===== src/cod_pkg.sv =====
// Purpose: shared constants and types for the opcode decode slice
// Assumes: 8-bit opcodes, one optional stack prefix byte
// Notes:   only rows 0 to 3 of the opcode map plus three transfers and two moves are known
package cod_pkg;
  localparam logic [7:0] OPC_STACK_PREFIX     = 8'h9E;
  localparam logic [7:0] OPC_STACK_TO_INDEX   = 8'h95;
  localparam logic [7:0] OPC_INDEX_LOW_TO_ACC = 8'h9F;
  localparam logic [7:0] OPC_INDEX_TO_STACK   = 8'h94;
  localparam logic [7:0] OPC_RETURN_FROM_IRQ  = 8'h80;
  localparam logic [7:0] OPC_SOFTWARE_TRAP    = 8'h83;
  localparam logic [7:0] OPC_PRODUCT          = 8'h42;
  localparam logic [7:0] OPC_QUOTIENT         = 8'h52;
  localparam logic [7:0] OPC_CMP_BR_EQ_DIR    = 8'h31;
  localparam logic [7:0] OPC_CMP_ACC_BR_EQ    = 8'h41;
  localparam logic [7:0] OPC_MOV_LIT_DIR      = 8'h6E;
  localparam logic [7:0] OPC_MOV_IXP_DIR      = 8'h7E;

  typedef enum logic [3:0] {
    COD_AM_NONE     = 4'h0, // no_operand_mode
    COD_AM_LITERAL  = 4'h1, // literal_operand_mode
    COD_AM_PAGE0    = 4'h2, // page_zero_mode
    COD_AM_FULL     = 4'h3, // full_address_mode
    COD_AM_REL      = 4'h4,
    COD_AM_IX       = 4'h5,
    COD_AM_IX1      = 4'h6,
    COD_AM_IX2      = 4'h7, // index_offset16_mode
    COD_AM_IXP      = 4'h8, // index_postinc_mode
    COD_AM_IX1P     = 4'h9, // index_offset8_postinc_mode
    COD_AM_LIT_DIR  = 4'hA, // literal_to_page_zero_mode
    COD_AM_IXP_DIR  = 4'hB, // index_postinc_to_page_zero_mode
    COD_AM_SP1      = 4'hC, // stack_offset8_mode
    COD_AM_SP2      = 4'hD, // stack_offset16_mode
    COD_AM_ILLEGAL  = 4'hF
  } cod_amode_t;

  typedef enum logic [2:0] {
    COD_BASE_NONE  = 3'h0,
    COD_BASE_INDEX = 3'h1,
    COD_BASE_STACK = 3'h2,
    COD_BASE_ZERO  = 3'h3
  } cod_base_t;

  // register transfer operations carried out here
  typedef enum logic [2:0] {
    COD_XF_NONE      = 3'h0,
    COD_XF_SP_TO_HX  = 3'h1,
    COD_XF_XL_TO_ACC = 3'h2,
    COD_XF_HX_TO_SP  = 3'h3,
    COD_XF_TRAP      = 3'h4
  } cod_xfer_t;

  typedef enum logic [3:0] {
    COD_ST_IDLE = 4'b0001,
    COD_ST_HI   = 4'b0010,
    COD_ST_LO   = 4'b0100,
    COD_ST_DONE = 4'b1000
  } cod_state_t;

  localparam logic [3:0] COD_ACC_CYCLES_1 = 4'h1;
  localparam logic [3:0] COD_XFER_CYCLES  = 4'h2;
  localparam logic [3:0] COD_STACK_EXTRA  = 4'h1;
  localparam logic [7:0] COD_TRAP_SP_DROP = 8'h05;
  localparam logic [15:0] COD_VECTOR_ADDR = 16'hFFFC;
endpackage


===== src/cod_decode.sv =====
// Purpose: opcode decode slice with operand fetch and register transfers
// Assumes: one instruction byte offered per i_byte_vld pulse
// Notes:   flags are untouched here except o_set_irq_mask on the software trap; execution beyond transfers is outside
`timescale 1ns/10ps
module cod_decode (
  input  wire logic                i_clk_sys,
  input  wire logic                i_rst,
  input  wire logic                i_byte_vld,
  input  wire logic [7:0]          i_byte,
  input  wire logic [15:0]         i_index_pair,
  input  wire logic [15:0]         i_stack_ptr,
  output cod_pkg::cod_amode_t      o_amode,
  output cod_pkg::cod_base_t       o_base,
  output cod_pkg::cod_xfer_t       o_xfer,
  output logic [7:0]               o_opcode,
  output logic [3:0]               o_cycles,
  output logic [2:0]               o_bytes,
  output logic [15:0]              o_eff_addr,
  output logic [15:0]              o_xfer_value,
  output logic [7:0]               o_dest_addr,
  output logic                     o_index_inc,
  output logic                     o_set_irq_mask,
  output logic                     o_flags_keep,
  output logic                     o_illegal,
  output logic                     o_done
);
  import cod_pkg::*;

  cod_state_t state_r;
  logic       prefix_r;
  logic [7:0] opc_r;
  logic [7:0] hi_r;
  logic [7:0] lo_r;
  logic [7:0] b1_r;
  logic [1:0] need_r;
  logic       use_b1_r;
  cod_amode_t rom_amode;
  logic [3:0] rom_cycles;
  logic [2:0] rom_bytes;
  logic       rom_illegal;
  logic [7:0] rom_opc;
  logic       rom_pre;

  assign rom_opc = (state_r == COD_ST_IDLE) ? i_byte : opc_r;
  assign rom_pre = (state_r == COD_ST_IDLE) ? 1'b0 : prefix_r;

  cod_rom u_rom (
    .i_opcode  (rom_opc),
    .i_prefixed(rom_pre),
    .o_amode   (rom_amode),
    .o_cycles  (rom_cycles),
    .o_bytes   (rom_bytes),
    .o_illegal (rom_illegal)
  );

  // operand bytes still to fetch: length less opcode and prefix;
  // counted from length so a branch offset after an address is fetched too
  function automatic logic [1:0] operand_count(input logic [2:0] len, input logic pre);
    logic [2:0] rest;
    rest = len - 3'h1 - {2'b00, pre};
    return rest[1:0];
  endfunction

  logic [1:0] need_now;
  assign need_now = operand_count(rom_bytes, rom_pre);

  always_ff @(posedge i_clk_sys) begin
    if (i_rst) begin
      state_r  <= COD_ST_IDLE;
      prefix_r <= 1'b0;
      opc_r    <= 8'h00;
      need_r   <= 2'd0;
    end else begin
      case (state_r)
        COD_ST_IDLE: begin
          if (i_byte_vld) begin
            if (i_byte == OPC_STACK_PREFIX && !prefix_r) begin
              prefix_r <= 1'b1;
            end else begin
              opc_r   <= i_byte;
              state_r <= COD_ST_HI;
            end
          end
        end
        COD_ST_HI: begin
          // decode the latched opcode one cycle later
          if (rom_illegal || need_now == 2'd0) begin
            state_r <= COD_ST_DONE;
          end else begin
            need_r  <= need_now;
            state_r <= COD_ST_LO;
          end
        end
        COD_ST_LO: begin
          if (i_byte_vld) begin
            need_r <= need_r - 2'd1;
            if (need_r == 2'd1) begin
              state_r <= COD_ST_DONE;
            end
          end
        end
        COD_ST_DONE: begin
          prefix_r <= 1'b0;
          state_r  <= COD_ST_IDLE;
        end
        default: state_r <= COD_ST_IDLE;
      endcase
    end
  end

  // first operand byte is the high byte of a pair
  always_ff @(posedge i_clk_sys) begin
    if (i_rst) begin
      hi_r     <= 8'h00;
      lo_r     <= 8'h00;
      b1_r     <= 8'h00;
      use_b1_r <= 1'b0;
    end else if (state_r == COD_ST_HI) begin
      use_b1_r <= 1'b0;
    end else if (state_r == COD_ST_LO && i_byte_vld) begin
      if (need_r == 2'd2) begin
        hi_r     <= i_byte;
        b1_r     <= i_byte;
        use_b1_r <= 1'b1;
      end else begin
        lo_r <= i_byte;
        if (!use_b1_r) begin
          hi_r <= 8'h00;
        end
      end
    end
  end

  logic [15:0] off16;
  assign off16 = {hi_r, lo_r};
  // one-byte address is the first operand; a branch offset may follow it
  logic [7:0]  first_b;
  assign first_b = use_b1_r ? b1_r : lo_r;

  always_ff @(posedge i_clk_sys) begin
    if (i_rst) begin
      o_amode        <= COD_AM_NONE;
      o_base         <= COD_BASE_NONE;
      o_xfer         <= COD_XF_NONE;
      o_opcode       <= 8'h00;
      o_cycles       <= 4'h0;
      o_bytes        <= 3'h0;
      o_eff_addr     <= 16'h0000;
      o_xfer_value   <= 16'h0000;
      o_dest_addr    <= 8'h00;
      o_index_inc    <= 1'b0;
      o_set_irq_mask <= 1'b0;
      o_flags_keep   <= 1'b0;
      o_illegal      <= 1'b0;
      o_done         <= 1'b0;
    end else begin
      o_done <= (state_r == COD_ST_DONE);
      if (state_r == COD_ST_DONE) begin
        o_opcode       <= opc_r;
        o_amode        <= rom_amode;
        o_cycles       <= rom_cycles;
        o_bytes        <= rom_bytes;
        o_illegal      <= rom_illegal;
        o_index_inc    <= !rom_illegal && (rom_amode == COD_AM_IXP ||
                          rom_amode == COD_AM_IX1P || rom_amode == COD_AM_IXP_DIR);
        o_set_irq_mask <= !rom_illegal && !prefix_r && opc_r == OPC_SOFTWARE_TRAP;
        o_flags_keep   <= !prefix_r && (opc_r == OPC_STACK_TO_INDEX ||
                          opc_r == OPC_INDEX_TO_STACK || opc_r == OPC_INDEX_LOW_TO_ACC);
        o_dest_addr    <= 8'h00;
        o_xfer         <= COD_XF_NONE;
        o_xfer_value   <= 16'h0000;
        o_base         <= COD_BASE_NONE;
        o_eff_addr     <= 16'h0000;
        if (rom_illegal) begin
          o_amode <= COD_AM_ILLEGAL;
        end else begin
          case (rom_amode)
            COD_AM_IX2: begin
              o_base <= COD_BASE_INDEX; o_eff_addr <= i_index_pair + off16;
            end
            COD_AM_IX1, COD_AM_IX1P: begin
              o_base <= COD_BASE_INDEX;
              o_eff_addr <= i_index_pair + {8'h00, first_b};
            end
            COD_AM_IX, COD_AM_IXP, COD_AM_IXP_DIR: begin
              o_base <= COD_BASE_INDEX; o_eff_addr <= i_index_pair;
              o_dest_addr <= (rom_amode == COD_AM_IXP_DIR) ? lo_r : 8'h00;
            end
            COD_AM_SP1: begin
              o_base <= COD_BASE_STACK; o_eff_addr <= i_stack_ptr + {8'h00, first_b};
            end
            COD_AM_SP2: begin
              o_base <= COD_BASE_STACK; o_eff_addr <= i_stack_ptr + off16;
            end
            COD_AM_FULL: begin
              o_eff_addr <= off16;
            end
            COD_AM_PAGE0: begin
              o_base <= COD_BASE_ZERO; o_eff_addr <= {8'h00, first_b};
            end
            COD_AM_LIT_DIR: begin
              o_base <= COD_BASE_ZERO; o_eff_addr <= {8'h00, b1_r};
              o_dest_addr <= lo_r;
            end
            default: begin
            end
          endcase
          if (!prefix_r) begin
            case (opc_r)
              OPC_STACK_TO_INDEX: begin
                o_xfer <= COD_XF_SP_TO_HX; o_xfer_value <= i_stack_ptr + 16'h0001;
              end
              OPC_INDEX_TO_STACK: begin
                o_xfer <= COD_XF_HX_TO_SP; o_xfer_value <= i_index_pair - 16'h0001;
              end
              OPC_INDEX_LOW_TO_ACC: begin
                o_xfer <= COD_XF_XL_TO_ACC; o_xfer_value <= {8'h00, i_index_pair[7:0]};
              end
              OPC_SOFTWARE_TRAP: begin
                o_xfer <= COD_XF_TRAP; o_xfer_value <= COD_VECTOR_ADDR;
                o_eff_addr <= i_stack_ptr - {8'h00, COD_TRAP_SP_DROP};
              end
              default: begin
              end
            endcase
          end
        end
      end
    end
  end
endmodule // cod_decode


===== src/cod_rom.sv =====
// Purpose: combinational table of rows 0 to 3, the transfer opcodes and the two moves
// Assumes: prefix already stripped by the caller
// Notes:   blank positions report illegal
`timescale 1ns/10ps
module cod_rom (
  input  wire logic [7:0]          i_opcode,
  input  wire logic                i_prefixed,
  output cod_pkg::cod_amode_t      o_amode,
  output logic [3:0]               o_cycles,
  output logic [2:0]               o_bytes,
  output logic                     o_illegal
);
  import cod_pkg::*;

  logic [3:0] hi;
  logic [3:0] lo;
  assign hi = i_opcode[7:4];
  assign lo = i_opcode[3:0];

  always_comb begin
    o_amode   = COD_AM_ILLEGAL;
    o_cycles  = 4'h0;
    o_bytes   = 3'h0;
    o_illegal = 1'b1;
    if (i_prefixed) begin
      // within rows 0 to 3 the prefix reaches columns 6, D and E only
      if (hi == 4'h6 && lo <= 4'h3 && lo != 4'h2) begin
        o_amode = COD_AM_SP1;
        o_cycles = (lo == 4'h1) ? 4'h6 : 4'h5;
        o_bytes = (lo == 4'h1) ? 3'h4 : 3'h3;
        o_illegal = 1'b0;
      end else if (hi == 4'hD && lo <= 4'h3) begin
        o_amode = COD_AM_SP2;
        o_cycles = 4'h5;
        o_bytes = 3'h4;
        o_illegal = 1'b0;
      end else if (hi == 4'hE && lo <= 4'h3) begin
        o_amode = COD_AM_SP1;
        o_cycles = 4'h4;
        o_bytes = 3'h3;
        o_illegal = 1'b0;
      end
    end else if (lo <= 4'h3) begin
      o_illegal = 1'b0;
      case (hi)
        4'h0: begin
          o_amode = COD_AM_PAGE0; o_cycles = 4'h5; o_bytes = 3'h3;
        end
        4'h1: begin
          o_amode = COD_AM_PAGE0; o_cycles = 4'h4; o_bytes = 3'h2;
        end
        4'h2: begin
          o_amode = COD_AM_REL; o_cycles = 4'h3; o_bytes = 3'h2;
          o_illegal = (lo >= 4'h2);
        end
        4'h3: begin
          o_amode = COD_AM_PAGE0; o_bytes = (lo == 4'h1) ? 3'h3 : 3'h2;
          o_cycles = (lo == 4'h1) ? 4'h5 : 4'h4;
          o_illegal = (lo >= 4'h2);
        end
        4'h4: begin
          o_amode = (lo == 4'h1) ? COD_AM_LITERAL : COD_AM_NONE;
          o_bytes = (lo == 4'h1) ? 3'h3 : 3'h1;
          o_cycles = (lo == 4'h1 || lo == 4'h2) ? ((lo == 4'h1) ? 4'h4 : 4'h5) : 4'h1;
        end
        4'h5: begin
          o_amode = (lo == 4'h1) ? COD_AM_LITERAL : COD_AM_NONE;
          o_bytes = (lo == 4'h1) ? 3'h3 : 3'h1;
          o_cycles = (lo == 4'h1) ? 4'h4 : ((lo == 4'h2) ? 4'h7 : 4'h1);
        end
        4'h6: begin
          o_amode = (lo == 4'h1) ? COD_AM_IX1P : ((lo == 4'h0) ? COD_AM_IX1 : COD_AM_NONE);
          o_bytes = (lo == 4'h1) ? 3'h3 : ((lo == 4'h0) ? 3'h2 : 3'h1);
          o_cycles = (lo == 4'h2) ? 4'h3 : ((lo == 4'h1) ? 4'h5 : 4'h4);
          o_illegal = (lo == 4'h3);
        end
        4'h7: begin
          o_amode = (lo == 4'h1) ? COD_AM_IXP : ((lo == 4'h2) ? COD_AM_NONE : COD_AM_IX);
          o_bytes = (lo == 4'h1) ? 3'h2 : 3'h1;
          o_cycles = (lo == 4'h1) ? 4'h4 : ((lo == 4'h2) ? 4'h2 : 4'h3);
        end
        4'h8: begin
          o_amode = COD_AM_NONE; o_bytes = 3'h1;
          o_cycles = (lo == 4'h0) ? 4'h7 : ((lo == 4'h1) ? 4'h4 : 4'h9);
          o_illegal = (lo == 4'h2);
        end
        4'h9: begin
          o_amode = COD_AM_REL; o_cycles = 4'h3; o_bytes = 3'h2;
          o_illegal = (lo == 4'h3);
        end
        4'hA: begin
          o_amode = COD_AM_LITERAL; o_cycles = 4'h2; o_bytes = 3'h2;
          o_illegal = (lo != 4'h0);
        end
        4'hB: begin
          o_amode = COD_AM_PAGE0; o_cycles = 4'h3; o_bytes = 3'h2;
          o_illegal = (lo == 4'h3);
        end
        4'hC: begin
          o_amode = COD_AM_FULL; o_cycles = 4'h4; o_bytes = 3'h3;
          o_illegal = (lo == 4'h3);
        end
        4'hD: begin
          o_amode = COD_AM_IX2; o_cycles = 4'h4; o_bytes = 3'h3;
        end
        4'hE: begin
          o_amode = COD_AM_IX1; o_cycles = 4'h3; o_bytes = 3'h2;
          o_illegal = (lo >= 4'h2);
        end
        4'hF: begin
          o_amode = COD_AM_IX; o_cycles = 4'h2; o_bytes = 3'h1;
        end
        default: begin
          o_illegal = 1'b1;
        end
      endcase
    end
    if (!i_prefixed) begin
      case (i_opcode)
        OPC_STACK_TO_INDEX, OPC_INDEX_TO_STACK: begin
          o_amode = COD_AM_NONE; o_cycles = COD_XFER_CYCLES; o_bytes = 3'h1;
          o_illegal = 1'b0;
        end
        OPC_INDEX_LOW_TO_ACC: begin
          o_amode = COD_AM_NONE; o_cycles = COD_ACC_CYCLES_1; o_bytes = 3'h1;
          o_illegal = 1'b0;
        end
        OPC_MOV_LIT_DIR: begin
          o_amode = COD_AM_LIT_DIR; o_cycles = 4'h4; o_bytes = 3'h3;
          o_illegal = 1'b0;
        end
        OPC_MOV_IXP_DIR: begin
          o_amode = COD_AM_IXP_DIR; o_cycles = 4'h4; o_bytes = 3'h2;
          o_illegal = 1'b0;
        end
        default: begin
        end
      endcase
    end
  end
endmodule // cod_rom


===== config.mk =====
export PLATFORM = sky130hd
export DESIGN_NAME = cod_decode
export DESIGN_NICKNAME = d
export VERILOG_FILES = /design/src/cod_pkg.sv /design/src/cod_decode.sv /design/src/cod_rom.sv
export SDC_FILE = /design/constraint.sdc
export NUM_CORES = 1
export LEC_CHECK = 0
export ABC_CLOCK_PERIOD_IN_PS = 10300
export BUFFER_PORTS_ARGS = -buffer_cell sky130_fd_sc_hd__clkbuf_2
export CAP_MARGIN = 20
export CORE_MARGIN = 2
export CORE_UTILIZATION = 23
export CTS_CLUSTER_DIAMETER = 200
export CTS_CLUSTER_SIZE = 8
export DETAILED_ROUTE_END_ITERATION = 6
export GPL_TIMING_DRIVEN = 0
export PLACE_DENSITY = 0.4
export SLEW_MARGIN = 5
export SYNTH_ARGS = -nofsm -noshare
export SYNTH_HDL_FRONTEND = slang
export SYNTH_SLANG_ARGS = --single-unit

===== constraint.sdc =====
create_clock -name i_clk_sys -period 10.3 [get_ports i_clk_sys]
set_clock_uncertainty 0.05 [all_clocks]
set_input_delay 0.515 -clock i_clk_sys [delete_from_list [all_inputs] [get_ports i_clk_sys]]
set_output_delay 0.515 -clock i_clk_sys [all_outputs]
set_load 0.02 [all_outputs]

==> results of run 1 <==
[placed cells by master, fill, tap and decap left out, types with 6 or more instances in the layout]
master / n
buf_4: 6
a221o_1: 6
a221oi_1: 15
and3_1: 15
a222oi_1: 6
inv_1: 27
buf_2: 9
nand2_1: 170
clkbuf_16: 9
a21oi_1: 104
o21a_1: 6
clkbuf_1: 51
dfxtp_1: 109
nand2b_1: 18
nor4_1: 12
nand4_1: 7
or2_2: 6
nor2_1: 112
a21o_1: 6
a22oi_1: 14
mux2_2: 22
o22ai_1: 13
o211ai_1: 7
or3_1: 8
mux2i_1: 22
o21ai_0: 59
clkbuf_2: 109
xnor2_1: 39
nand3_1: 42
nor3_1: 44
a211oi_1: 15
nor2b_1: 18
a31oi_1: 10
ha_1: 37
a211o_1: 9
xor2_1: 19
a32o_1: 11
[worst max-delay path by stage]
| stage | cells past startpoint | slack, ps | endpoint |
|---|---|---|---|
| floorplan | 24 | 5210 | o_eff_addr[14] |
| global placement | 25 | 3540 | o_eff_addr[12] |
| detailed placement | 25 | 3620 | o_eff_addr[14] |
| CTS | 24 | 3780 | o_eff_addr[14] |
| global route | 24 | 3330 | o_eff_addr[14] |
| finish | 24 | 3730 | o_eff_addr[14] |
[flip-flops by register name, summed over array words and instances, names as in the netlist, 8 cells and up]
name,count
o_opcode,8
b1_r,8
o_eff_addr,16
o_dest_addr,8
o_xfer_value,16
hi_r,8
opc_r,8
lo_r,8
[tightest hold or removal path, stage by stage, from the launching register on]
cell and delay (ps):
dfxtp_1 310, nand2_1 50, a21oi_1 50
[routing by layer]
metal  vias to the layer above  GRT usage  part of all wire
li1                       4597          -                 -
met1                      4657      0.295              0.48
met2                       316      0.310              0.44
met3                        43     0.0287             0.057
met4                         0     0.0556             0.021
met5                         -          0                 0
[power groups by stage]
| stage | combinational, mW | sequential (mW) | clock [mW] |
|---|---|---|---|
| after floorplan | 0.342 | 0.441 | 0 |
| final | 0.526 | 0.433 | 0.428 |
| after CTS | 0.519 | 0.433 | 0.436 |
| after detailed placement | 0.517 | 0.443 | 0 |
| after global placement | 0.525 | 0.443 | 0 |
| after global routing | 0.563 | 0.434 | 0.450 |
[layout make-up]
class / instances / area, um^2 / area share
multi-input cells: 978 / 6280 / 0.601
flip-flops and latches: 109 / 2180 / 0.209
well taps: 518 / 648 / 0.0620
repair buffers: 109 / 546 / 0.0522
plain buffers: 74 / 342 / 0.0327
clock buffers: 10 / 229 / 0.0219
clock inverters: 6 / 120 / 0.0115
inverters: 27 / 101 / 0.00970
[logic make-up (layout without fill, tap and decap cells)]
| group | count (synthesis) | in the layout | share of synthesized area |
|---|---|---|---|
| buf+inv | 101 | 226 | 0.0498 |
| flops | 109 | 109 | 0.245 |
| compound gates | 340 | 340 | 0.265 |
| xor+xnor | 58 | 58 | 0.0571 |
| fa+ha+maj | 39 | 39 | 0.0565 |
| other cells | 1 | 1 | 0.000421 |
| mux | 47 | 47 | 0.0579 |
| simple gates | 493 | 493 | 0.268 |
==> flow_summary.json, run 1 <==
{
  "power_mw": 1.39,
  "synth_top_cells_by_count": "170 x nand2_1, 112 x nor2_1, 109 x dfxtp_1",
  "synth_top_area_cell": "dfxtp_1",
  "hold_viol_final": 0,
  "dp_slack_ps": 3620,
  "max_slew_margin": 0.272,
  "stdcell_count": 1831,
  "cellPowerDensity_nw_per_um2": 133,
  "place_area_um2": 10100,
  "ys_types": 93,
  "initial_core_util": 0.232,
  "outcome": "finished clean",
  "p_leak_nw": 3.88,
  "clkLatencyLatePin_ps": 380,
  "cts.path.max_buffers": 2,
  "crit_chain": "nor4b_2 > buf_4 > mux2_2 > a221o_1 > a21boi_2 > a31oi_1 > a21oi_2 > a22o_1 > buf_4 > nand2_2 > mux2_2 > ha_1 > inv_1 > fa_1 > nand3b_1 > a21oi_1 > o21a_1 > o21ai_0 > a211o_1 > o2111ai_1 > a21oi_1 > xnor2_1 > nand2_1 > a221oi_2",
  "cp_num_buf_inv": 3,
  "io_buffers": 109,
  "yosys_warnings": 0,
  "r2r_slack_ps": 3730,
  "worstPathRequired_ps": 10540,
  "antenna_found_initial": 0,
  "vias": 9613,
  "die_h_um": 201,
  "drc": 0,
  "synth-edff-count": 0,
  "antenna_cells": 0,
  "cpMaxStageDelayCell": "a21boi_2",
  "die_x_um": 201,
  "final_layout_size_suffix_gt1_frac": 0.157,
  "power.internal_mw": 0.818,
  "clk_pin_slew_ps": 100,
  "setup_viol": 0,
  "cts_buffers": 9,
  "tns_ps": 0,
  "finalCritPeriodShare": 0.638,
  "hold_end": "o_dest_addr[1]",
  "r2r-end": "o_eff_addr[14]",
  "rows": 72,
  "hp-class": "flop to flop",
  "routed_wl_um": 41200,
  "peakVddDrop_uv": 80.0,
  "grt_usage": 0.202,
  "drv_slew": 0,
  "final_util": 0.272,
  "switchingPower_mw": 0.569,
  "ctsResizeCount": 0,
  "arrival_ps": 6810,
  "grt_pass1_vias": 9111,
  "crit_family": "compound AO/OA/AOI/OAI gates",
  "synth_top_area_frac": 0.245,
  "coreArea_um2": 38400,
  "switching_share": 0.410,
  "fillers": 4302,
  "fp.dieArea_um2": 40300,
  "vias_per_cell": 5.25,
  "cp-end-kind": "flop",
  "dp_cells": 1815,
  "grt_pass1_wl_um": 61300,
  "holdWs_ps": 406,
  "cap_violations": 0,
  "synth-seq-cells": 109,
  "finalCriticalPeriod_ps": 6570,
  "wl_per_cell_um": 22.5,
  "path_class": "flop to flop",
  "p_seq_frac": 0.312,
  "fin_nets": 1390,
  "gp_congestion": 0.916,
  "timing.rr.start": "state_r[0]",
  "clock_power_share": 0.308,
  "root_buffer": "clkbuf_16",
  "hold_depth": 2,
  "min_from": "o_dest_addr[1]",
  "rsz0062_at_grt": "no",
  "dp_hpwl_um": 32800,
  "yosys-top-cells-area": "dfxtp_1 25%, nand2_1 7.2%, a21oi_1 5.9%",
  "max_stage_delay_ps": 640,
  "first_iter_violations": 829,
  "syn-cell-area_um2": 8900,
  "gr-total-overflow": 0,
  "worst_pin_slew_ps": 1090,
  "p_comb_frac": 0.379,
  "syn2layout_area_growth_pct": 17.4,
  "cts_tree": "built",
  "first_pass_iters": 6,
  "path_max_fanout": 10,
  "synth_most_common_cell": "nand2_1",
  "ys.flop_type": "dfxtp_1",
  "syn_area_per_cell_um2": 7.49,
  "ant_nets": 0,
  "max_freq_mhz": 152,
  "grt_max_degree": 21,
  "hold_buffers": 0,
  "postLayoutSetupSlackWorst_ps": 3730,
  "design_area_um2": 10400,
  "synth-async-reset-ratio": 0,
  "synth_nets": 1270,
  "synth_cells": 1188,
  "seq_area_frac_synth": 0.245,
  "io_pins": 113,
  "r2r_cells": 24,
  "postCtsSetupBuffers": 0,
  "crit_start": "state_r[0]",
  "htreeDepth": 3,
  "startpoint_type": "flop",
  "clock-sinks": 109
}
Power figures use the tool's default switching activity.
==> inputs of run 2 (changes only) <==
Settings changed: ABC_CLOCK_PERIOD_IN_PS 10300 to 6450.
Clock period 10.3 ns to 6.45 ns, I/O delays scaled along.
==> flow_summary.json, run 2 (same netlist as run 1, synthesis figures left out) <==
{
  "die_x_um": 201,
  "finalCritPeriodShare": 0.949,
  "final_cell_mix": "170 x nand2_1, 112 x nor2_1, 110 x clkbuf_2",
  "dp_hpwl_um": 32800,
  "grt_max_degree": 21,
  "drv_slew": 0,
  "initial_core_util": 0.232,
  "cts_buffers": 9,
  "root_buffer": "clkbuf_16",
  "first_iter_violations": 859,
  "startpoint_type": "flop",
  "hold_viol_final": 0,
  "p_comb_frac": 0.383,
  "design_area_um2": 10500,
  "die_h_um": 201,
  "routed_wl_um": 41300,
  "antenna_cells": 0,
  "max_slew_margin": 0.268,
  "antenna_found_initial": 0,
  "p_leak_nw": 3.90,
  "clock_power_share": 0.307,
  "switching_share": 0.411,
  "grt_usage": 0.202,
  "vias_per_cell": 5.25,
  "coreArea_um2": 38400,
  "worstPathRequired_ps": 6690,
  "io_pins": 113,
  "setup_viol": 0,
  "gp_congestion": 0.916,
  "drc": 0,
  "grt_pass1_vias": 9111,
  "dp_cells": 1815,
  "dp_slack_ps": -36.3,
  "place_area_um2": 10100,
  "gr-total-overflow": 0,
  "cts_tree": "built",
  "hp-class": "input pin to flop",
  "syn2layout_area_growth_pct": 18.0,
  "wl_per_cell_um": 22.5,
  "ant_nets": 0,
  "tns_ps": 0,
  "htreeDepth": 3,
  "clk_pin_slew_ps": 100,
  "fp.dieArea_um2": 40300,
  "switchingPower_mw": 0.916,
  "fillers": 4294,
  "io_buffers": 109,
  "final_common_cell": "nand2_1",
  "p_seq_frac": 0.310,
  "vias": 9631,
  "cts.path.max_buffers": 2,
  "first_pass_iters": 5,
  "cap_violations": 0,
  "cellPowerDensity_nw_per_um2": 212,
  "clock-sinks": 109,
  "finalCriticalPeriod_ps": 6120,
  "postLayoutSetupSlackWorst_ps": 328,
  "peakVddDrop_uv": 125,
  "fin_nets": 1392,
  "clkLatencyLatePin_ps": 380,
  "largestRegisters": "o_eff_addr (16), o_xfer_value (16)",
  "power.internal_mw": 1.31,
  "stdcell_count": 1833,
  "rows": 72,
  "grt_pass1_wl_um": 61300,
  "max_freq_mhz": 163,
  "final_layout_size_suffix_gt1_frac": 0.163,
  "cp-end-kind": "flop",
  "worst_pin_slew_ps": 1090,
  "path_class": "flop to flop",
  "path_max_fanout": 10,
  "outcome": "finished clean",
  "final_util": 0.274,
  "arrival_ps": 6360
}
[run 2: cell types whose count changed in the layout (fill, tap and decap cells not counted), sizes merged]
| cell | previous run | this run |
|---|---|---|
| buf | 24 | 26 |
[run 2: what timing repair did]
item                                    CTS  global route
hold buffers                              0             0
hold endpoints to repair                  0             0
pin swaps                                 0             2
endpoints found under the setup margin    2             6
gates resized for setup                   1             8
setup buffers                             0             2
[run 2: power by group through the flow]
stage,sequential (mW),combinational (mW),clock [mW]
floorplan,0.705,0.546,0
global placement,0.707,0.839,0
detailed placement,0.707,0.826,0
CTS,0.692,0.829,0.696
global route,0.694,0.909,0.719
finish,0.692,0.852,0.684
[run 2: final timing paths]
check	start	endpoint	slack (ps)	cells past startpoint
worst min-delay path	i_byte_vld	prefix_r	380	4
worst max register to register	state_r[0]	o_eff_addr[15]	330	24
worst min register to register	o_opcode[1]	o_opcode[1]	410	2
worst max-delay path	state_r[0]	o_eff_addr[15]	330	24
[run 2: per-stage QoR]
step / power, mW / hold WS [ps]
6_report: 2.23 / 383
5_1_grt: 2.32 / 396
4_1_cts: 2.22 / 380
3_5_place_dp: 1.53 / 397
3_3_place_gp: 1.55 / 394
2_1_floorplan: 1.25 / 399
[run 2: worst max-delay path, stage by stage (launching register included)]
cell	delay, ps
dfxtp_1	420
nor4b_2	250
buf_4	260
buf_6	180
mux2_2	390
buf_2	210
a311oi_1	280
o21bai_1	200
a31oi_4	280
a21oi_2	100
a22o_1	210
buf_4	180
nand2_2	200
mux2_2	380
ha_1	290
a211oi_1	370
o21ai_0	220
o211a_1	200
nor2_1	270
a2111o_1	210
nand3b_1	100
mux2_1	310
o2bb2ai_1	170
nand2_1	100
a311oi_2	200
[run 2: layout make-up]
cell class	count	area, um^2	share of cell area
tap	518	648	0.0617
timing repair buffer	111	561	0.0534
multi-input combinational	978	6320	0.602
clock buffer	10	229	0.0218
clock inverter	6	120	0.0114
buffer	74	343	0.0326
sequential	109	2180	0.208
inverter	27	101	0.00965
[run 2: routing by layer]
layer	vias up	GRT usage	wire length (um)
li1	4617	-	-
met1	4605	0.294	19900
met2	354	0.310	17900
met3	55	0.0287	2460
met4	0	0.0556	957
met5	-	0	0
